**config.mk**
```make
export PLATFORM = sky130hd
export DESIGN_NAME = cab_exec_top
export DESIGN_NICKNAME = d
export VERILOG_FILES = /design/src/logic/cab_pkg.sv /design/src/logic/cab_alu.sv /design/src/logic/cab_exec_top.sv
export SDC_FILE = /design/constraint.sdc
export NUM_CORES = 1
export LEC_CHECK = 0
export BUFFER_PORTS_ARGS = -buffer_cell sky130_fd_sc_hd__buf_4
export CAP_MARGIN = 10
export CORE_ASPECT_RATIO = 0.9
export CORE_MARGIN = 2
export CORE_UTILIZATION = 55
export DETAILED_ROUTE_END_ITERATION = 8
export PLACE_DENSITY = 0.76
export SYNTH_ARGS = -nofsm -noshare
export SYNTH_HDL_FRONTEND = slang
export SYNTH_SLANG_ARGS = --single-unit
export TNS_END_PERCENT = 30
```
**constraint.sdc**
```tcl
create_clock -name pclk -period 5.3 [get_ports pclk]
set_input_delay 1.06 -clock pclk [delete_from_list [all_inputs] [get_ports pclk]]
set_output_delay 1.06 -clock pclk [all_outputs]
set_load 0.1 [all_outputs]
```
**src/logic/cab_pkg.sv**
```systemverilog
// Purpose: shared constants and types of the execution datapath
// Assumes: 8-bit operands, 22-bit program counter, APB register access
// Notes:   byte addresses are word aligned; reset clears every register
package cab_pkg;

   // register byte addresses
   localparam logic [7:0] CAB_ADDR_CMD    = 8'h00;
   localparam logic [7:0] CAB_ADDR_DEST   = 8'h04;
   localparam logic [7:0] CAB_ADDR_SRC    = 8'h08;
   localparam logic [7:0] CAB_ADDR_OFFS   = 8'h0c;
   localparam logic [7:0] CAB_ADDR_ZPTR   = 8'h10;
   localparam logic [7:0] CAB_ADDR_STATUS = 8'h14;
   localparam logic [7:0] CAB_ADDR_RESULT = 8'h18;
   localparam logic [7:0] CAB_ADDR_PC     = 8'h1c;
   localparam logic [7:0] CAB_ADDR_STATE  = 8'h20;

   // command register field positions
   localparam int CAB_CMD_OP_LSB  = 0;
   localparam int CAB_CMD_BIT_LSB = 8;
   localparam int CAB_CMD_TWO_POS = 12;
   localparam int CAB_CMD_IO_LSB  = 16;
   // state register field positions
   localparam int CAB_ST_BUSY_POS = 0;
   localparam int CAB_ST_CYC_LSB  = 4;
   localparam int CAB_ST_SP_LSB   = 8;

   // status_register bit positions
   localparam int CAB_FLG_C = 0;
   localparam int CAB_FLG_Z = 1;
   localparam int CAB_FLG_N = 2;
   localparam int CAB_FLG_V = 3;
   localparam int CAB_FLG_S = 4;
   localparam int CAB_FLG_H = 5;
   localparam int CAB_FLG_T = 6;
   localparam int CAB_FLG_I = 7;

   // execution lengths in clock cycles
   localparam logic [2:0] CAB_CYC_ONE      = 3'd1;
   localparam logic [2:0] CAB_CYC_JUMP     = 3'd2;
   localparam logic [2:0] CAB_CYC_CALL     = 3'd3;
   localparam logic [2:0] CAB_CYC_RET      = 3'd4;
   localparam logic [2:0] CAB_CYC_BR_TAKEN = 3'd2;
   localparam logic [2:0] CAB_CYC_SKIP_ONE = 3'd2;
   localparam logic [2:0] CAB_CYC_SKIP_TWO = 3'd3;

   typedef enum logic [5:0] {
      no_op, add_op, add_carry_op, sub_op, sub_imm_op, sub_carry_op,
      sub_imm_with_carry_op, and_op, and_imm_op, or_op, or_imm_op, xor_op,
      ones_complement_op, twos_complement_op, set_bits_mask_op,
      clear_bits_mask_op, increment_op, decrement_op, test_op,
      clear_reg_op, set_reg_op, relative_jump_op, pointer_jump_op,
      relative_call_op, pointer_call_op, sub_return_op,
      interrupt_return_op, compare_skip_equal_op, compare_op,
      compare_carry_op, compare_imm_op, reg_bit_clear_skip_op,
      reg_bit_set_skip_op, io_bit_clear_skip_op, io_bit_set_skip_op,
      flag_set_branch_op, flag_clear_branch_op, signed_ge_branch_op,
      signed_lt_branch_op, unsigned_ge_branch_op, unsigned_lt_branch_op,
      shift_left_op, shift_right_op, rotate_left_op, rotate_right_op,
      arith_right_shift_op, swap_nibbles_op, flag_set_op, flag_clear_op
   } cab_op_t;

   typedef enum logic [3:0] {
      cab_alu_pass, cab_alu_add, cab_alu_sub, cab_alu_and, cab_alu_or,
      cab_alu_xor, cab_alu_com, cab_alu_inc, cab_alu_dec, cab_alu_shl,
      cab_alu_shr, cab_alu_asr, cab_alu_swap
   } cab_alu_t;

   typedef enum logic [2:0] {
      cab_pc_seq, cab_pc_rel, cab_pc_cond_rel, cab_pc_ptr, cab_pc_rel_call,
      cab_pc_ptr_call, cab_pc_ret, cab_pc_skip
   } cab_pc_t;

endpackage

```
**src/logic/cab_alu.sv**
```systemverilog
// Purpose: 8-bit arithmetic, logic and shift unit with flag update
// Assumes: caller selects operands and carry-in per operation
// Notes:   purely combinational; flags not named by the mode pass through
`timescale 1ns/1ps
`default_nettype none
module cab_alu
   import cab_pkg::*;
(
   input  wire logic [7:0] a,
   input  wire logic [7:0] b,
   input  wire logic       cin,
   input  wire logic       keep_z,
   input  wire cab_alu_t   mode,
   input  wire logic [7:0] status_register_in,
   output logic      [7:0] res,
   output logic      [7:0] status_register_out
);

   logic upd_zn;
   logic upd_s;

   always_comb
   begin
      res      = b;
      status_register_out = status_register_in;
      upd_zn   = 1'b1;
      upd_s    = 1'b1;
      unique case (mode)
         cab_alu_pass,
         cab_alu_swap:
         begin
            res    = (mode == cab_alu_swap) ? {a[3:0], a[7:4]} : b;
            upd_zn = 1'b0;
            upd_s  = 1'b0;
         end
         cab_alu_add:
         begin
            res = a + b + {7'h00, cin};
            status_register_out[CAB_FLG_C] = (a[7] & b[7]) | (b[7] & ~res[7])
                                | (~res[7] & a[7]);
            status_register_out[CAB_FLG_H] = (a[3] & b[3]) | (b[3] & ~res[3])
                                | (~res[3] & a[3]);
            status_register_out[CAB_FLG_V] = (a[7] & b[7] & ~res[7])
                                | (~a[7] & ~b[7] & res[7]);
         end
         cab_alu_sub:
         begin
            res = a - b - {7'h00, cin};
            status_register_out[CAB_FLG_C] = (~a[7] & b[7]) | (b[7] & res[7])
                                | (res[7] & ~a[7]);
            status_register_out[CAB_FLG_H] = (~a[3] & b[3]) | (b[3] & res[3])
                                | (res[3] & ~a[3]);
            status_register_out[CAB_FLG_V] = (a[7] & ~b[7] & ~res[7])
                                | (~a[7] & b[7] & res[7]);
         end
         cab_alu_and,
         cab_alu_or,
         cab_alu_xor:
         begin
            res = (mode == cab_alu_and) ? (a & b) :
                  (mode == cab_alu_or)  ? (a | b) : (a ^ b);
            status_register_out[CAB_FLG_V] = 1'b0;
         end
         cab_alu_com:
         begin
            res = 8'hff - a;
            status_register_out[CAB_FLG_C] = 1'b1;
            status_register_out[CAB_FLG_V] = 1'b0;
         end
         cab_alu_inc:
         begin
            res = a + 8'h01;
            status_register_out[CAB_FLG_V] = (res == 8'h80);
         end
         cab_alu_dec:
         begin
            res = a - 8'h01;
            status_register_out[CAB_FLG_V] = (res == 8'h7f);
         end
         cab_alu_shl:
         begin
            res   = {a[6:0], cin};
            upd_s = 1'b0;
            status_register_out[CAB_FLG_C] = a[7];
            status_register_out[CAB_FLG_H] = a[3];
            status_register_out[CAB_FLG_V] = res[7] ^ a[7];
         end
         cab_alu_shr,
         cab_alu_asr:
         begin
            res   = (mode == cab_alu_asr) ? {a[7], a[7:1]} : {cin, a[7:1]};
            upd_s = 1'b0;
            status_register_out[CAB_FLG_C] = a[0];
            status_register_out[CAB_FLG_V] = res[7] ^ a[0];
         end
      endcase
      if (upd_zn)
      begin
         // carry-chained subtract keeps zero only if the chain stayed zero
         status_register_out[CAB_FLG_Z] = (res == 8'h00)
                             & (~keep_z | status_register_in[CAB_FLG_Z]);
         status_register_out[CAB_FLG_N] = res[7];
      end
      if (upd_s)
         status_register_out[CAB_FLG_S] = status_register_out[CAB_FLG_N] ^ status_register_out[CAB_FLG_V];
   end

endmodule // cab_alu
`default_nettype wire

```
**src/logic/cab_exec_top.sv**
```systemverilog
// Purpose: execution datapath with program-counter control over APB
// Assumes: one operation at a time, launched by a command write
// Notes:   register writes are refused while an operation is running
`timescale 1ns/1ps
`default_nettype none
module cab_exec_top
   import cab_pkg::*;
(
   input  wire logic        pclk,
   input  wire logic        presetn,
   input  wire logic        psel,
   input  wire logic        penable,
   input  wire logic        pwrite,
   input  wire logic [7:0]  paddr,
   input  wire logic [31:0] pwdata,
   output logic      [31:0] prdata,
   output logic             pready,
   output logic             pslverr,
   input  wire logic [7:0]  io_rdata,
   output logic      [4:0]  io_addr
);

   typedef struct packed {
      logic              pready;
      logic              pslverr;
      logic [31:0]       prdata;
      logic [7:0]        dest;
      logic [7:0]        src;
      logic [11:0]       offs;
      logic [15:0]       zptr;
      logic [7:0]        status;
      logic [7:0]        result;
      logic [21:0]       pc;
      cab_op_t           op;
      logic [2:0]        bsel;
      logic              two_word;
      logic [4:0]        io_a;
      logic              busy;
      logic [2:0]        cnt;
      logic [2:0]        last_cyc;
      logic [2:0]        sp;
      logic [7:0][21:0]  stack;
   } cab_state_t;

   cab_state_t  s_q;
   cab_state_t  s_d;

   logic [7:0]  alu_a;
   logic [7:0]  alu_b;
   logic        alu_cin;
   logic        keep_z;
   cab_alu_t    alu_mode;
   logic [7:0]  alu_res;
   logic [7:0]  alu_status_register;
   logic        wr_dest;
   logic        wr_flags;
   logic        cond;
   cab_pc_t     pc_kind;
   logic [2:0]  cyc;
   logic        carry;
   logic [21:0] pc_rel;
   logic [21:0] pc_next;
   logic        setup;
   logic        access;
   logic        known;
   logic        read_only;
   logic [31:0] rd_mux;

   cab_alu u_alu (
      .a        (alu_a),
      .b        (alu_b),
      .cin      (alu_cin),
      .keep_z   (keep_z),
      .mode     (alu_mode),
      .status_register_in  (s_q.status),
      .res      (alu_res),
      .status_register_out (alu_status_register)
   );

   // operation decode from the latched command
   always_comb
   begin
      carry    = s_q.status[CAB_FLG_C];
      alu_mode = cab_alu_pass;
      alu_a    = s_q.dest;
      alu_b    = s_q.src;
      alu_cin  = 1'b0;
      keep_z   = 1'b0;
      wr_dest  = 1'b0;
      wr_flags = 1'b0;
      cond     = 1'b0;
      pc_kind  = cab_pc_seq;
      cyc      = CAB_CYC_ONE;
      unique case (s_q.op)
         add_op,
         add_carry_op:
         begin
            alu_mode = cab_alu_add;
            alu_cin  = (s_q.op == add_carry_op) & carry;
            wr_dest  = 1'b1;
            wr_flags = 1'b1;
         end
         sub_op,
         sub_imm_op,
         sub_carry_op,
         sub_imm_with_carry_op:
         begin
            alu_mode = cab_alu_sub;
            keep_z   = (s_q.op == sub_carry_op)
                     | (s_q.op == sub_imm_with_carry_op);
            alu_cin  = keep_z & carry;
            wr_dest  = 1'b1;
            wr_flags = 1'b1;
         end
         and_op,
         and_imm_op,
         test_op:
         begin
            alu_mode = cab_alu_and;
            alu_b    = (s_q.op == test_op) ? s_q.dest : s_q.src;
            wr_dest  = 1'b1;
            wr_flags = 1'b1;
         end
         or_op,
         or_imm_op,
         set_bits_mask_op:
         begin
            alu_mode = cab_alu_or;
            wr_dest  = 1'b1;
            wr_flags = 1'b1;
         end
         xor_op,
         clear_reg_op:
         begin
            alu_mode = cab_alu_xor;
            alu_b    = (s_q.op == clear_reg_op) ? s_q.dest : s_q.src;
            wr_dest  = 1'b1;
            wr_flags = 1'b1;
         end
         ones_complement_op:
         begin
            alu_mode = cab_alu_com;
            wr_dest  = 1'b1;
            wr_flags = 1'b1;
         end
         twos_complement_op:
         begin
            alu_mode = cab_alu_sub;
            alu_a    = 8'h00;
            alu_b    = s_q.dest;
            wr_dest  = 1'b1;
            wr_flags = 1'b1;
         end
         clear_bits_mask_op:
         begin
            alu_mode = cab_alu_and;
            alu_b    = 8'hff - s_q.src;
            wr_dest  = 1'b1;
            wr_flags = 1'b1;
         end
         increment_op,
         decrement_op:
         begin
            alu_mode = (s_q.op == increment_op) ? cab_alu_inc
                                                : cab_alu_dec;
            wr_dest  = 1'b1;
            wr_flags = 1'b1;
         end
         set_reg_op:
         begin
            alu_b   = 8'hff;
            wr_dest = 1'b1;
         end
         swap_nibbles_op:
         begin
            alu_mode = cab_alu_swap;
            wr_dest  = 1'b1;
         end
         shift_left_op,
         rotate_left_op:
         begin
            alu_mode = cab_alu_shl;
            alu_cin  = (s_q.op == rotate_left_op) & carry;
            wr_dest  = 1'b1;
            wr_flags = 1'b1;
         end
         shift_right_op,
         rotate_right_op,
         arith_right_shift_op:
         begin
            alu_mode = (s_q.op == arith_right_shift_op) ? cab_alu_asr
                                                        : cab_alu_shr;
            alu_cin  = (s_q.op == rotate_right_op) & carry;
            wr_dest  = 1'b1;
            wr_flags = 1'b1;
         end
         compare_op,
         compare_imm_op,
         compare_carry_op:
         begin
            alu_mode = cab_alu_sub;
            keep_z   = (s_q.op == compare_carry_op);
            alu_cin  = keep_z & carry;
            wr_flags = 1'b1;
         end
         relative_jump_op:
         begin
            pc_kind = cab_pc_rel;
            cyc     = CAB_CYC_JUMP;
         end
         pointer_jump_op:
         begin
            pc_kind = cab_pc_ptr;
            cyc     = CAB_CYC_JUMP;
         end
         relative_call_op:
         begin
            pc_kind = cab_pc_rel_call;
            cyc     = CAB_CYC_CALL;
         end
         pointer_call_op:
         begin
            pc_kind = cab_pc_ptr_call;
            cyc     = CAB_CYC_CALL;
         end
         sub_return_op,
         interrupt_return_op:
         begin
            pc_kind = cab_pc_ret;
            cyc     = CAB_CYC_RET;
         end
         compare_skip_equal_op:
         begin
            pc_kind = cab_pc_skip;
            cond    = (s_q.dest == s_q.src);
         end
         reg_bit_clear_skip_op,
         reg_bit_set_skip_op:
         begin
            pc_kind = cab_pc_skip;
            cond    = s_q.dest[s_q.bsel] == (s_q.op == reg_bit_set_skip_op);
         end
         io_bit_clear_skip_op,
         io_bit_set_skip_op:
         begin
            pc_kind = cab_pc_skip;
            cond    = io_rdata[s_q.bsel] == (s_q.op == io_bit_set_skip_op);
         end
         flag_set_branch_op,
         flag_clear_branch_op:
         begin
            pc_kind = cab_pc_cond_rel;
            cond    = s_q.status[s_q.bsel]
                      == (s_q.op == flag_set_branch_op);
         end
         signed_ge_branch_op,
         signed_lt_branch_op:
         begin
            pc_kind = cab_pc_cond_rel;
            cond    = (s_q.status[CAB_FLG_N] ^ s_q.status[CAB_FLG_V])
                      == (s_q.op == signed_lt_branch_op);
         end
         unsigned_ge_branch_op,
         unsigned_lt_branch_op:
         begin
            pc_kind = cab_pc_cond_rel;
            cond    = carry == (s_q.op == unsigned_lt_branch_op);
         end
         default:
         begin
            wr_dest = 1'b0;
         end
      endcase
      if (pc_kind == cab_pc_skip)
         cyc = !cond ? CAB_CYC_ONE
             : s_q.two_word ? CAB_CYC_SKIP_TWO : CAB_CYC_SKIP_ONE;
      else if (pc_kind == cab_pc_cond_rel)
         cyc = cond ? CAB_CYC_BR_TAKEN : CAB_CYC_ONE;
   end

   // next program counter
   always_comb
   begin
      pc_rel = s_q.pc + {{10{s_q.offs[11]}}, s_q.offs} + 22'd1;
      unique case (pc_kind)
         cab_pc_seq:      pc_next = s_q.pc + 22'd1;
         cab_pc_rel,
         cab_pc_rel_call: pc_next = pc_rel;
         cab_pc_cond_rel: pc_next = cond ? pc_rel : s_q.pc + 22'd1;
         cab_pc_ptr,
         cab_pc_ptr_call: pc_next = {6'h00, s_q.zptr};
         cab_pc_ret:      pc_next = s_q.stack[s_q.sp - 3'd1];
         cab_pc_skip:     pc_next = !cond ? s_q.pc + 22'd1
                                  : s_q.two_word ? s_q.pc + 22'd3
                                  : s_q.pc + 22'd2;
      endcase
   end

   // register read mux and decode
   always_comb
   begin
      known     = 1'b1;
      read_only = 1'b0;
      rd_mux    = 32'h0000_0000;
      unique case (paddr)
         CAB_ADDR_CMD:
         begin
            rd_mux[CAB_CMD_OP_LSB +: 6]  = s_q.op;
            rd_mux[CAB_CMD_BIT_LSB +: 3] = s_q.bsel;
            rd_mux[CAB_CMD_TWO_POS]      = s_q.two_word;
            rd_mux[CAB_CMD_IO_LSB +: 5]  = s_q.io_a;
         end
         CAB_ADDR_DEST:   rd_mux[7:0]  = s_q.dest;
         CAB_ADDR_SRC:    rd_mux[7:0]  = s_q.src;
         CAB_ADDR_OFFS:   rd_mux[11:0] = s_q.offs;
         CAB_ADDR_ZPTR:   rd_mux[15:0] = s_q.zptr;
         CAB_ADDR_STATUS: rd_mux[7:0]  = s_q.status;
         CAB_ADDR_PC:     rd_mux[21:0] = s_q.pc;
         CAB_ADDR_RESULT:
         begin
            rd_mux[7:0] = s_q.result;
            read_only   = 1'b1;
         end
         CAB_ADDR_STATE:
         begin
            rd_mux[CAB_ST_BUSY_POS]     = s_q.busy;
            rd_mux[CAB_ST_CYC_LSB +: 3] = s_q.last_cyc;
            rd_mux[CAB_ST_SP_LSB +: 3]  = s_q.sp;
            read_only                   = 1'b1;
         end
         default: known = 1'b0;
      endcase
   end

   // bus slave, launch and commit
   always_comb
   begin
      s_d     = s_q;
      setup   = psel & ~penable;
      access  = psel & penable & s_q.pready;
      // no wait state: answer is prepared in the setup cycle
      s_d.pready = setup;
      // error flag stands only beside ready, never left over
      s_d.pslverr = 1'b0;
      if (setup)
      begin
         s_d.prdata  = pwrite ? 32'h0000_0000 : rd_mux;
         // a busy datapath refuses writes so operands cannot shift mid-op
         s_d.pslverr = ~known | (pwrite & (read_only | s_q.busy));
      end
      if (access & pwrite & ~s_q.pslverr)
      begin
         unique case (paddr)
            CAB_ADDR_CMD:
            begin
               s_d.op       = cab_op_t'(pwdata[CAB_CMD_OP_LSB +: 6]);
               s_d.bsel     = pwdata[CAB_CMD_BIT_LSB +: 3];
               s_d.two_word = pwdata[CAB_CMD_TWO_POS];
               s_d.io_a     = pwdata[CAB_CMD_IO_LSB +: 5];
               s_d.busy     = 1'b1;
               s_d.cnt      = 3'd1;
            end
            CAB_ADDR_DEST:   s_d.dest   = pwdata[7:0];
            CAB_ADDR_SRC:    s_d.src    = pwdata[7:0];
            CAB_ADDR_OFFS:   s_d.offs   = pwdata[11:0];
            CAB_ADDR_ZPTR:   s_d.zptr   = pwdata[15:0];
            CAB_ADDR_STATUS: s_d.status = pwdata[7:0];
            CAB_ADDR_PC:     s_d.pc     = pwdata[21:0];
            default:         s_d.busy   = s_q.busy;
         endcase
      end
      if (s_q.busy)
      begin
         if (s_q.cnt == cyc)
         begin
            s_d.busy     = 1'b0;
            s_d.last_cyc = cyc;
            s_d.pc       = pc_next;
            if (wr_dest)
            begin
               s_d.dest   = alu_res;
               s_d.result = alu_res;
            end
            if (wr_flags)
               s_d.status = alu_status_register;
            if (s_q.op == flag_set_op || s_q.op == flag_clear_op)
               s_d.status[s_q.bsel] = (s_q.op == flag_set_op);
            if (pc_kind == cab_pc_rel_call || pc_kind == cab_pc_ptr_call)
            begin
               s_d.stack[s_q.sp] = s_q.pc + 22'd1;
               s_d.sp            = s_q.sp + 3'd1;
            end
            if (pc_kind == cab_pc_ret)
               s_d.sp = s_q.sp - 3'd1;
            if (s_q.op == interrupt_return_op)
               s_d.status[CAB_FLG_I] = 1'b1;
         end
         else
            s_d.cnt = s_q.cnt + 3'd1;
      end
   end

   always_ff @(posedge pclk or negedge presetn)
   begin
      if (!presetn)
         s_q <= '0;
      else
         s_q <= s_d;
   end

   assign prdata  = s_q.prdata;
   assign pready  = s_q.pready;
   assign pslverr = s_q.pslverr;
   assign io_addr = s_q.io_a;

endmodule // cab_exec_top
`default_nettype wire

```
### Yosys cells after proc, flatten, opt, wreduce, memory -nomap -nowiden

Index checks and enable logic that the tools add are counted.

* bits in registers: 317
* input port bits: 53
* output and inout port bits: 39

* add/subtract/negate cells: 16
* order comparisons: 5
* equal/unequal tests: 84
* muxes and demuxes: 90
* bitwise logic cells: 61
* reductions and logical operators: 49

Operators with widths (count)
* 186-bit 2-to-1 mux: 1
* 182-bit 2-to-1 mux: 1
* 179-bit 2-to-1 mux: 1
* 176-bit bitwise mux: 1
* 22-bit 2-to-1 mux: 7
* 8-bit 2-to-1 mux: 18
* 22-bit one-hot mux with 6 select lines: 1
* 6-bit == test, second input constant: 17
* 6-bit by 5-bit == test with 1-bit output, second input constant: 16
* 38-bit 2-to-1 mux: 2
* 8-bit one-hot mux with 9 select lines: 1
* 22-bit binary-select mux with 3-bit select: 1
* 22-bit demux with 3-bit select: 1
* 52-bit 2-to-1 mux: 1
* 6-bit by 4-bit == test with 1-bit output, second input constant: 8
* 22-bit by 1-bit adder with 22-bit output, second input constant: 2
* 22-bit by 2-bit adder with 22-bit output, second input constant: 2
* 41-bit 2-to-1 mux: 1
* 4-bit one-hot mux with 10 select lines: 1
* 8-bit one-hot mux with 5 select lines: 1
* 2-bit OR reduction: 17
* 33-bit 2-to-1 mux: 1
* 8-bit by 5-bit == test with 1-bit output, second input constant: 4
* 1-bit AND: 30
* 76 further kinds: 169

### Depth between registers and ports, before layout

* depth after elaboration: 20
* depth in mapped cells: 25
* mapped depth without buffers: 22

### Hierarchy

Synthesis repeated with hierarchy kept, for this count alone.

* cells, all modules: 2251
* area, all modules: 20604.8 um^2

By module, submodules not included
* cab_exec_top: times used 1, cells an instance 1864, area an instance 18012.3 um^2, seq. area each 7682.4 um^2
* cab_alu: times used 1, cells an instance 387, area an instance 2592.5 um^2, seq. area each 0.0 um^2

### Worst setup path after synthesis

No wires, ideal clock.

* path kind: register -> register
* start: register s_q[198] (netlist bit)
* end: register s_q[235] (netlist bit)
* setup time: 0.130 ns
* data arrival time: 4.941 ns
* data required time: 5.170 ns
* path slack: 0.229 ns
* stages on the path, launching flop included: 23
* buffers on the path: 2
* path through: dfrtp_1 -> buf_2 -> buf_2 -> or3b_2 -> o22a_1 -> nor2_1 -> a211o_1 -> inv_1 -> fa_1 -> inv_1 -> a21oi_1 -> o21ba_2 -> o21ai_0 -> a21oi_1 -> o21bai_1 -> fa_1 -> o2bb2ai_1 -> a2111oi_0 -> nand4_1 -> a211o_1 -> xnor2_1 -> o211ai_1 -> a31oi_1

RTL lines
* start: declaration: line cab_exec_top.sv:45 `cab_state_t s_q;`
* start signal: assignment: line cab_exec_top.sv:406 `s_q <= '0;`
* start signal: assignment: line cab_exec_top.sv:408 `s_q <= s_d;`

==> flow_summary.toml <==
[outcome]
status = "finished, final reports clean"

[logic_synthesis]
synth_edf_count = 0
synth_cell_type_count = 85
synthAdderAreaFrac_pct = 4.38
async_flop_share_pct = 100
ys_seq_area_share_pct = 37.3
muxShareOfSynthArea_pct = 22.2
syn-instance-count = 2006
synth-xor-area-share_pct = 3.77
synth_top_family_by_area = "multiplexers"
ys_ff_latch = 307
synth_compound_area_share_pct = 15.0
synth_ff_type = "dfrtp_1"
yosys_warnings = 0
avgSynthCellArea_um2 = 10.3
synth-simple-area-share_pct = 12.0
synth_area_um2 = 20600

[power]
ir_drop_v = 0.000303
leakagePower_nw = 10.6
powerDensity_nw_per_um2 = 207

[sta]
setup_viol = 0
max_freq_mhz = 197
worstMarginPinSlew_ps = 1090
setup_slack_ps = 213
finClkSkew_ps = 14.3
holdWs_ps = 479
drv_slew = 0
slew_headroom_pct = 26.9
finalCriticalPeriod_ps = 5090
rsz0062_at_grt = "no"
finalHoldViolations = 0
period_share_pct = 96.0
setup_tns_ps = 0

[setup_path]
endpoint_kind = "register"
crit_fanout = 6
arrival_ps = 5590
path_class = "reg2reg"
worstSetupStartpointType = "register"
crit_required_ps = 5800

[drt]
wl_mm = 65.2
dr.pass1.iters = 6
drc = 0
wl_per_cell_um = 25.7
route.antenna.remaining_nets = 0
drtIter0Drc = 2391
drt-vias-per-instance = 6.80
vias = 17200

[floorplanning]
start_util_pct = 55.5
std_cell_rows = 67
die_area_um2 = 39100
die_h_um = 188
core_um2 = 37100
fp.dieW_um = 208
io_pins = 92

[cts]
clock_path_buffers = 3
htreeDepth = 1
clock-root-buffer = "clkbuf_16"
clock_sinks = 307
cts_tree = "done"
clk_pin_slew_ps = 70
cts_buffers = 29
worstSkewPairLatency_ps = 580

[global_routing]
track_usage_pct = 32.9
grt_pass1_wl_mm = 99.7
antenna_found_initial = 1
grt_start_max_net_pins = 93
grt_overflow_total = 0
grt_pass1_vias = 16500

[finish]
area_growth_pct = 9.89
drive_above_1_share_pct = 26.1
fin_nets = 2149
final_common_cell = "dfrtp_1"
finalCoreUtilization_pct = 61.0
final_cell_mix = "dfrtp_1, mux2_2, nand2_1"

[placement]
dpl.hpwl_mm = 46.5
portBuffers = 71
post-place-ws_ps = 106
place_congestion = 0.989

[flow_run]
maxCapViolations = 0

[hold_path]
hold_class = "in2async"
synth_stat cells, types with 9 or more instances:
cell type,number,share of area [%]
nand4_1,22,0.67
or3_1,10,0.30
o22ai_1,11,0.33
mux2_2,245,13
nand3b_1,11,0.40
buf_4,42,1.5
ha_1,61,3.7
a221oi_1,21,0.89
xnor2_1,53,2.3
a21oi_1,84,2.0
a221o_1,16,0.78
buf_2,32,0.78
dfrtp_1,307,37
clkbuf_1,93,1.7
a32oi_1,12,0.51
a31oi_1,17,0.52
nor2_1,91,1.7
nand3_1,47,1.1
mux2i_1,74,3.6
mux4_2,48,5.2
nor2b_1,20,0.61
buf_1,12,0.22
o221ai_1,19,0.81
nor4_1,9,0.27
a21o_1,28,1.0
a211oi_1,15,0.55
nand2b_1,22,0.67
a222oi_1,10,0.49
and3_1,16,0.49
a22oi_1,24,0.87
xor2_1,34,1.4
o211ai_1,17,0.62
nand2_1,163,3.0
inv_1,62,1.1
nor3_1,27,0.66
o21ai_0,90,2.2
power breakdown:
group          internal, mW  switching (mW)
registers              2.35          0.0110
clock network          1.16           0.940
logic                0.0621           0.172
routing by layer:
layer	track usage, %	wire length (µm)	vias up
li1	-	-	7466
met1	51.3	29100	8667
met2	45.9	26800	966
met3	8.36	7790	133
met4	6.89	1400	2
met5	0	13	-
cell type report:
| class | count | area, µm² |
|---|---|---|
| repair buffers | 162 | 1260 |
| multi-input cells | 1466 | 11900 |
| inverters | 62 | 233 |
| flip-flops and latches | 307 | 7690 |
| fillers | 2918 | 14500 |
| diodes | 1 | 2.50 |
| well taps | 483 | 604 |
| clock inverters | 8 | 66.3 |
| clock buffers | 46 | 890 |
metrics by stage:
step	total power, mW	std cells	instance area (µm²)
floorplan	2.52	2015	20700
global route	4.81	2534	22700
detailed placement	2.63	2480	21700
global placement	2.63	2480	21700
CTS	4.70	2534	22600
finish	4.69	2535	22700
critical path, cell delays in order (launching register included):
cell and delay [ps]:
dfrtp_1 430, or3b_2 500, o22a_1 230, nor2_1 150, a211o_1 160, inv_1 80
fa_1 430, inv_1 120, a21oi_1 80, o21ba_2 220, o21ai_1 260, a21oi_1 120
o21bai_1 200, fa_1 480, mux2i_1 210, o22ai_1 120, a41oi_1 180, o31ai_1 180
a2111oi_2 300, buf_4 190, xnor2_1 110, o211ai_1 90, a31oi_1 170
cells by family (layout without fill, tap and decap cells):
family	Yosys count	count (layout)
AND/OR/NAND/NOR	490	490
flip-flops	307	307
other	1	11
multiplexers	367	367
buffers and inverters	242	278
adder cells (fa/ha/maj)	68	68
AO/OA/AOI/OAI	443	443
XOR/XNOR	88	88
repair_timing:
item,4_1_cts,5_1_grt
buffers inserted,0,0
resized for setup,0,6
setup endpoints to repair,0,5
hold buffers,0,0
final timing paths:
check                      cells past startpoint                    endpoint  slack (ps)             startpoint
max in group asynchronous                      2  asynchronous set/reset pin        3440                presetn
max                                           22          s_q[235]$_DFF_PN0_         210   s_q[199]$_DFFE_PN0P_
min in group pclk                              1       prdata[9]$_DFFE_PN0P_         480  prdata[9]$_DFFE_PN0P_
min                                            1        s_q[226]$_DFFE_PN0P_         480                presetn
max reg2reg                                   22          s_q[235]$_DFF_PN0_         210   s_q[199]$_DFFE_PN0P_
min reg2reg                                    1       prdata[9]$_DFFE_PN0P_         480  prdata[9]$_DFFE_PN0P_
Power figures use the tool's default switching activity.
